==> config.mk <==
export PLATFORM = sky130hd
export DESIGN_NAME = temp_sensor_capability_hysteresis
export DESIGN_NICKNAME = d
export VERILOG_FILES = /design/src/temp_sensor_capability_hysteresis.v /design/src/window_compare.v
export VERILOG_INCLUDE_DIRS = /design/src
export SDC_FILE = /design/constraint.sdc
export NUM_CORES = 1
export LEC_CHECK = 0
export CAP_MARGIN = 20
export CELL_PAD_IN_SITES_DETAIL_PLACEMENT = 0
export CELL_PAD_IN_SITES_GLOBAL_PLACEMENT = 2
export CORE_MARGIN = 3
export CORE_UTILIZATION = 44
export CTS_BUF_LIST = sky130_fd_sc_hd__clkbuf_8
export DETAILED_ROUTE_END_ITERATION = 10
export DONT_BUFFER_PORTS = 1
export PLACE_DENSITY_LB_ADDON = 0.2
export SLEW_MARGIN = 40
export SYNTH_ARGS = -nofsm -noshare
export SYNTH_HDL_FRONTEND = slang
export SYNTH_SLANG_ARGS = --single-unit
==> constraint.sdc <==
create_clock -name clk_sys -period 6.5 [get_ports clk_sys]
set_input_delay 0 -clock clk_sys [delete_from_list [all_inputs] [get_ports clk_sys]]
set_output_delay 0 -clock clk_sys [all_outputs]
set_load 0.05 [all_outputs]
==> src/tsense_consts.vh <==
`ifndef TSENSE_CONSTS_VH
`define TSENSE_CONSTS_VH
// ==========================================================
// Register pointers
`define PTR_CAP 8'h00
`define PTR_CFG 8'h01
`define PTR_UPPER 8'h02
`define PTR_LOWER 8'h03
`define PTR_CRIT 8'h04
`define PTR_TEMP 8'h05
`define PTR_BUSCTL 8'h22
// ==========================================================
// Capability fields
`define CAP_ALARM_OUT_SHUTDOWN_BEHAVIOUR_BIT 7
`define CAP_LOW6 6'h37
// ==========================================================
// Configuration fields
`define CFG_HYST_HI 10
`define CFG_HYST_LO 9
`define CFG_SHDN_BIT 8
`define CFG_CRIT_LOCK_BIT 7
`define CFG_WIN_LOCK_BIT 6
`define CFG_OUTEN_BIT 3
`define BUSCTL_FREEZE_BIT 4
`define BUSCTL_RESET 8'h21
// ==========================================================
// Temperature word flags
`define TEMP_ABOVE_BIT 14
`define TEMP_BELOW_BIT 13
`define TEMP_CRIT_BIT 15
// ==========================================================
// Hysteresis in 1/8 degree steps
`define HYST_1P5 13'h000c
`define HYST_3 13'h0018
`define HYST_6 13'h0030
// ==========================================================
// Timing
`define CLK_HZ 50000000
`define TIMEOUT_MIN_MS 25
`define TIMEOUT_MAX_MS 35
`define TIMEOUT_CYC ((`TIMEOUT_MIN_MS * `CLK_HZ / 1000 + `TIMEOUT_MAX_MS * `CLK_HZ / 1000) / 2)
`define SAMPLE_CYC 5000000
`endif

==> src/temp_sensor_capability_hysteresis.v <==
`timescale 1ns/1ps
`include "tsense_consts.vh"
// Contract
// - Capability read-only, upper byte zero
// - Freeze bit one: release alarm in shutdown
// - Freeze bit zero: hold alarm level
// - Capability bit 7 mirrors bus-control bit 4
// - Report time-out support, 25 to 35 ms
// - Time-out runs in shutdown too
// - Resolution field reads 10, eleven bits
// - Negative range bit reads one
// - Accuracy and alarm capability bits read one
// - Config bits 15:11 reserved, read zero
// - Hysteresis select 0/1.5/3/6 degrees
// - Above flag sets over upper limit
// - Above flag clears at limit minus hysteresis
// - Below flag clears at lower limit
// - Below flag sets at limit minus hysteresis
// - Alarm pin uses same thresholds
// - Locks block hysteresis writes
// - Shutdown stops conversions and alarms
// - Critical lock protects critical limit
// - Read-only writes ignored, write-only reads zero
module temp_sensor_capability_hysteresis #(
  parameter SAMPLE_CYC = `SAMPLE_CYC,
  parameter TIMEOUT_CYC = `TIMEOUT_CYC
) (
  input wire clk_sys,
  input wire reset,
  input wire reg_wr,
  input wire reg_rd,
  input wire [7:0] reg_ptr,
  input wire [15:0] reg_wdata,
  input wire bus_busy,
  input wire [12:0] adc_temp,
  output reg [15:0] reg_rdata,
  output reg bus_timeout,
  output reg alarm_out_o,
  output reg alarm_out_oe_n
);
  // ==========================================================
  // Registers
  reg [1:0] hyst_q;
  reg shdn_q;
  reg crit_lock_q;
  reg win_lock_q;
  reg out_en_q;
  reg [7:0] busctl_q;
  reg [12:0] upper_q;
  reg [12:0] lower_q;
  reg [12:0] crit_q;
  reg [12:0] temp_q;
  reg [31:0] samp_cnt_q;
  reg sample_q;
  reg sampled_q;
  reg shdn_prev_q;
  reg hold_q;
  reg [31:0] to_cnt_q;
  wire above;
  wire below;
  wire critf;
  wire locked = crit_lock_q | win_lock_q;
  wire freeze = busctl_q[`BUSCTL_FREEZE_BIT];
  // Capability mirrors bus-control freeze-select bit
  wire [15:0] cap_word = {8'h00, freeze, 1'b0, `CAP_LOW6};
  wire [15:0] cfg_word = {5'h00, hyst_q, shdn_q, crit_lock_q, win_lock_q, 2'h0, out_en_q, 3'h0};
  wire [15:0] cap_fix = cap_word | 16'h0040;
  // ==========================================================
  // Register writes
  always @(posedge clk_sys) begin
    if (reset) begin
      hyst_q <= 2'h0;
      shdn_q <= 1'b0;
      crit_lock_q <= 1'b0;
      win_lock_q <= 1'b0;
      out_en_q <= 1'b0;
      busctl_q <= `BUSCTL_RESET;
      upper_q <= 13'h0000;
      lower_q <= 13'h0000;
      crit_q <= 13'h0000;
    end else if (reg_wr) begin
      case (reg_ptr)
        `PTR_CFG: begin
          if (!locked) begin
            hyst_q <= reg_wdata[`CFG_HYST_HI:`CFG_HYST_LO];
          end
          // Shutdown may always be cleared but not set while locked
          if (!locked || !reg_wdata[`CFG_SHDN_BIT]) begin
            shdn_q <= reg_wdata[`CFG_SHDN_BIT];
          end
          crit_lock_q <= crit_lock_q | reg_wdata[`CFG_CRIT_LOCK_BIT];
          win_lock_q <= win_lock_q | reg_wdata[`CFG_WIN_LOCK_BIT];
          out_en_q <= reg_wdata[`CFG_OUTEN_BIT];
        end
        `PTR_UPPER: begin
          if (!win_lock_q) begin
            upper_q <= reg_wdata[12:0];
          end
        end
        `PTR_LOWER: begin
          if (!win_lock_q) begin
            lower_q <= reg_wdata[12:0];
          end
        end
        `PTR_CRIT: begin
          if (!crit_lock_q) begin
            crit_q <= reg_wdata[12:0];
          end
        end
        `PTR_BUSCTL: begin
          busctl_q <= reg_wdata[7:0];
        end
        default: begin
          // Capability, temperature and unknown pointers take no write
          upper_q <= upper_q;
        end
      endcase
    end
  end
  // ==========================================================
  // Conversion pacing, halted in shutdown
  always @(posedge clk_sys) begin
    if (reset) begin
      samp_cnt_q <= 32'h00000000;
      sample_q <= 1'b0;
      temp_q <= 13'h0000;
    end else if (shdn_q) begin
      samp_cnt_q <= 32'h00000000;
      sample_q <= 1'b0;
    end else if (samp_cnt_q == SAMPLE_CYC - 1) begin
      samp_cnt_q <= 32'h00000000;
      sample_q <= 1'b1;
      temp_q <= adc_temp;
    end else begin
      samp_cnt_q <= samp_cnt_q + 32'h00000001;
      sample_q <= 1'b0;
    end
  end
  // Flags clear on leaving shutdown so the first sample starts fresh
  window_compare #(
    .W(13)
  ) u_win (
    .clk_sys(clk_sys),
    .reset(reset),
    .sample(sample_q),
    .clear(shdn_prev_q & ~shdn_q),
    .hyst_sel(hyst_q),
    .temp(temp_q),
    .upper(upper_q),
    .lower(lower_q),
    .crit(crit_q),
    .above_q(above),
    .below_q(below),
    .crit_q(critf)
  );
  // ==========================================================
  // Alarm pin, open-drain, low-active enable
  always @(posedge clk_sys) begin
    if (reset) begin
      shdn_prev_q <= 1'b0;
      hold_q <= 1'b0;
      sampled_q <= 1'b0;
      alarm_out_o <= 1'b0;
      alarm_out_oe_n <= 1'b1;
    end else begin
      shdn_prev_q <= shdn_q;
      sampled_q <= sample_q;
      if (shdn_q && !shdn_prev_q) begin
        hold_q <= 1'b1;
        if (freeze) begin
          alarm_out_oe_n <= 1'b1;
        end
      end else if (sampled_q) begin
        hold_q <= 1'b0;
      end
      if (shdn_q || hold_q) begin
        // Frozen level stays; released pin stays released
        if (freeze) begin
          alarm_out_oe_n <= 1'b1;
        end else begin
          alarm_out_oe_n <= alarm_out_oe_n;
        end
      end else begin
        alarm_out_oe_n <= ~(out_en_q & (above | below | critf));
      end
      alarm_out_o <= 1'b0;
    end
  end
  // ==========================================================
  // Bus time-out, counts whenever the bus is held
  always @(posedge clk_sys) begin
    if (reset) begin
      to_cnt_q <= 32'h00000000;
      bus_timeout <= 1'b0;
    end else if (!bus_busy) begin
      to_cnt_q <= 32'h00000000;
      bus_timeout <= 1'b0;
    end else if (to_cnt_q == TIMEOUT_CYC - 1) begin
      bus_timeout <= 1'b1;
    end else begin
      to_cnt_q <= to_cnt_q + 32'h00000001;
      bus_timeout <= 1'b0;
    end
  end
  // ==========================================================
  // Read data
  always @(posedge clk_sys) begin
    if (reset) begin
      reg_rdata <= 16'h0000;
    end else if (reg_rd) begin
      case (reg_ptr)
        `PTR_CAP: reg_rdata <= cap_fix;
        `PTR_CFG: reg_rdata <= cfg_word;
        `PTR_UPPER: reg_rdata <= {3'h0, upper_q};
        `PTR_LOWER: reg_rdata <= {3'h0, lower_q};
        `PTR_CRIT: reg_rdata <= {3'h0, crit_q};
        `PTR_TEMP: reg_rdata <= {critf, above, below, temp_q};
        `PTR_BUSCTL: reg_rdata <= {8'h00, busctl_q};
        default: reg_rdata <= 16'h0000;
      endcase
    end
  end
endmodule // temp_sensor_capability_hysteresis

==> src/window_compare.v <==
`timescale 1ns/1ps
`include "tsense_consts.vh"
// ==========================================================
// Window flag update with hysteresis, one sample at a time
module window_compare #(
  parameter W = 13
) (
  input wire clk_sys,
  input wire reset,
  input wire sample,
  input wire clear,
  input wire [1:0] hyst_sel,
  input wire signed [W-1:0] temp,
  input wire signed [W-1:0] upper,
  input wire signed [W-1:0] lower,
  input wire signed [W-1:0] crit,
  output reg above_q,
  output reg below_q,
  output reg crit_q
);
  function [W-1:0] hyst_steps;
    input [1:0] sel;
    begin
      case (sel)
        2'h1: hyst_steps = `HYST_1P5;
        2'h2: hyst_steps = `HYST_3;
        2'h3: hyst_steps = `HYST_6;
        default: hyst_steps = {W{1'b0}};
      endcase
    end
  endfunction
  wire signed [W-1:0] h = hyst_steps(hyst_sel);
  wire signed [W:0] up_rel = {upper[W-1], upper} - {h[W-1], h};
  wire signed [W:0] lo_rel = {lower[W-1], lower} - {h[W-1], h};
  wire signed [W:0] cr_rel = {crit[W-1], crit} - {h[W-1], h};
  wire signed [W:0] t = {temp[W-1], temp};
  always @(posedge clk_sys) begin
    if (reset || clear) begin
      above_q <= 1'b0;
      below_q <= 1'b0;
      crit_q <= 1'b0;
    end else if (sample) begin
      if (temp > upper) begin
        above_q <= 1'b1;
      end else if (t <= up_rel) begin
        above_q <= 1'b0;
      end
      if (temp >= lower) begin
        below_q <= 1'b0;
      end else if (t <= lo_rel) begin
        below_q <= 1'b1;
      end
      if (temp >= crit) begin
        crit_q <= 1'b1;
      end else if (t <= cr_rel) begin
        crit_q <= 1'b0;
      end
    end
  end
endmodule // window_compare
==> flow_summary.ini <==
[timing]
setup_violations = 0
tightest_slew_ns = 0.8135
slew_violations = 0
final_hold_viol_count = 0
skew_ns = 0.01732
tns_ns = 0
max_freq_ghz = 0.2390
relSlewSlack_pct = 45.61
final.min_clock_period_ns = 4.184
final_min_period_over_clock_period_pct = 64.37
rsz0062_at_grt = no

[final_layout]
final_cell_mix = dfxtp_1 (155), nor2_1 (135), ha_1 (93)
syn2layout_area_growth_pct = 11.78
finish.net_count = 1250
drive_above_1_share_pct = 4.898
stdcell_area_um2 = 10390
diodes = 0
final_util_pct = 50.70
n_fill_cell = 2046
final_common_cell = dfxtp_1

[global_routing]
grt_antenna_before_repair = 2
grt_pass1_vias = 7243
grt_pass1_wl_um = 41210
grt_max_degree = 78
grt-ovfl-total = 0
grt_usage_pct = 23.50

[yosys]
syn_nets = 1225
synth_edf_count = 0
ys_types = 68
synth-seq-cells = 155
ys.flop_type = dfxtp_1
synthCells = 1087
syn_avg_cell_area_um2 = 8.551
yosysSeqAreaShare_pct = 33.38
async_flop_share_pct = 0
yosys_warnings = 0
synth_area_um2 = 9295

[min_path]
min_delay_path_depth = 2
hold_class = in -> reg

[die]
die_x_um = 151.3
die_h_um = 151.3
initial_core_util_pct = 45.35
io_pins = 61
rows = 52
die_area_um2 = 22910
coreArea_um2 = 20490

[drt]
routed_wl_um = 26270
dr.pass1.iters = 7
drc = 0
ant_nets = 0
vias_per_cell = 5.482
drt_iter0_markers = 476
vias = 7637
route.detailed.wl_per_inst_um = 18.86

[power]
peakVddDrop_uv = 110.8
powerDensity_nw_per_um2 = 181.7
leakage_nw = 3.942

[clock_network]
clock_latency_ns = 0.46
cts_inserted_buffers = 17
cts_max_level = 4
root_buffer = clkbuf_8
cts_setup_buffers = 0
cts.clk_slew.worst_paths_ns = 0.10
clock_path_buffers = 2
cts_tree = built
cts_resized = 0
cts.sinks = 155

[worst_setup_path]
cp-end-kind = flop
arrival_ns = 4.51
r2r_cells = 17
path_max_fanout = 6
criticalPathCategory = reg -> reg
crit_required_ns = 6.83
startpoint_type = flop

[placement]
dp_hpwl_um = 18750
placed_cell_area_um2 = 9457
place_congestion = 0.8856
io_buffers = 0

[status]
outcome = finished clean

[flow_run]
cap_violations = 0
## worst paths after layout
kind / end / slack (ns) / startpoint
worst min register to register: samp_cnt_q[0]$_SDFF_PP0_ / 0.47 / samp_cnt_q[0]$_SDFF_PP0_
worst max register to register: u_win.below_q$_SDFFE_PP0P_ / 2.32 / hyst_q[1]$_SDFFE_PP0P_
worst min-delay path: reg_rdata[6]$_SDFFE_PP0P_ / 0.02 / reset
worst max-delay path: u_win.below_q$_SDFFE_PP0P_ / 2.32 / hyst_q[1]$_SDFFE_PP0P_
## logic make-up after synthesis
logic type                 synth area share, %
muxes                                    6.165
DFF                                      33.38
xor gates and xnor gates                 7.538
adders and majority gates                13.16
other                                  0.04034
buffers and inverters                    4.657
AOI/OAI and AO/OA                        12.02
and+or+nand+nor                          23.03
## layout make-up
| cell class | count | area (µm²) | area share, % |
|---|---|---|---|
| multi-input combinational | 828 | 5768 | 55.52 |
| sequential | 155 | 3103 | 29.87 |
| timing repair buffer | 48 | 493.0 | 4.745 |
| tap | 270 | 337.8 | 3.251 |
| clock buffer | 19 | 261.5 | 2.517 |
| inverter | 62 | 232.7 | 2.240 |
| clock inverter | 11 | 193.9 | 1.867 |
## cell usage after synthesis (all sizes together), types with 4 or more instances
library cell / n / area [µm²]
a221oi: 7 / 61.31
a21o: 19 / 142.6
nor4b: 4 / 35.03
a222oi: 4 / 40.04
or4: 8 / 75.07
inv: 62 / 232.7
or3: 12 / 75.07
ha: 93 / 1164
nor2: 137 / 529.3
a21oi: 55 / 275.3
nand2: 88 / 330.3
and4: 7 / 61.31
nand4: 24 / 150.1
xor2: 36 / 315.3
a211oi: 6 / 45.04
o21ai: 45 / 225.2
a31oi: 6 / 37.54
xnor2: 44 / 385.4
mux2i: 55 / 550.5
a22oi: 5 / 37.54
nor4: 15 / 130.1
buf: 14 / 95.08
nand2b: 11 / 68.82
nor3b: 5 / 60.06
nor3: 21 / 116.4
clkbuf: 28 / 105.1
a211o: 4 / 35.03
and3: 17 / 107.6
dfxtp: 155 / 3103
nor2b: 18 / 112.6
nand3: 38 / 190.2
## report_power, final
group          switching [mW]  total (mW)  internal [mW]
sequential            0.00282       0.954          0.951
combinational          0.0439      0.0736         0.0297
clock                   0.385       0.860          0.475
## stage by stage
stage | cells | power (mW) | setup slack (ns) | hold WS, ns
global route | 1393 | 1.948 | 1.985 | 0.01217
finish | 1393 | 1.887 | 2.316 | 0.02019
CTS | 1393 | 1.910 | 2.332 | 0.0004866
global placement | 1317 | 1.012 | 2.414 | 0.08546
floorplan | 1087 | 1.016 | 2.915 | 0.1179
detailed placement | 1317 | 1.013 | 2.382 | 0.08699
## worst max-delay path, stage by stage, from the launching register on
cell and delay (ns):
dfxtp_1 0.48, inv_1 0.10, ha_1 0.28, inv_1 0.24, ha_1 0.29, nor2b_1 0.13, o21a_1 0.17, o21ai_0 0.15
nand2b_1 0.15, nor3_1 0.31, a21oi_1 0.12, ha_1 0.32, and4_1 0.21, nand4_1 0.17, a32oi_1 0.24, mux2_2 0.35
o311ai_0 0.28, a31oi_1 0.07
## routing by layer
layer  part of all wire, %  GRT usage, %  vias up
li1                      -             -     3874
met1                    50         35.00     3572
met2                    44         34.87      164
met3                   5.2         4.129       23
met4                   1.3         6.120        4
met5                 0.088             0        -
## state kept, by name, indices dropped and copies added (netlist names), 2 cells and up
register and flops:
hyst_q 2, reg_rdata 16, to_cnt_q 32, busctl_q 8, temp_q 13, lower_q 13, samp_cnt_q 32, crit_q 13
upper_q 13
## repair_timing
action                                  4_1_cts  5_1_grt
endpoints found under the setup margin        0        0
hold buffers                                 46        0
hold endpoints to repair                    124        0
Power figures use the tool's default switching activity.
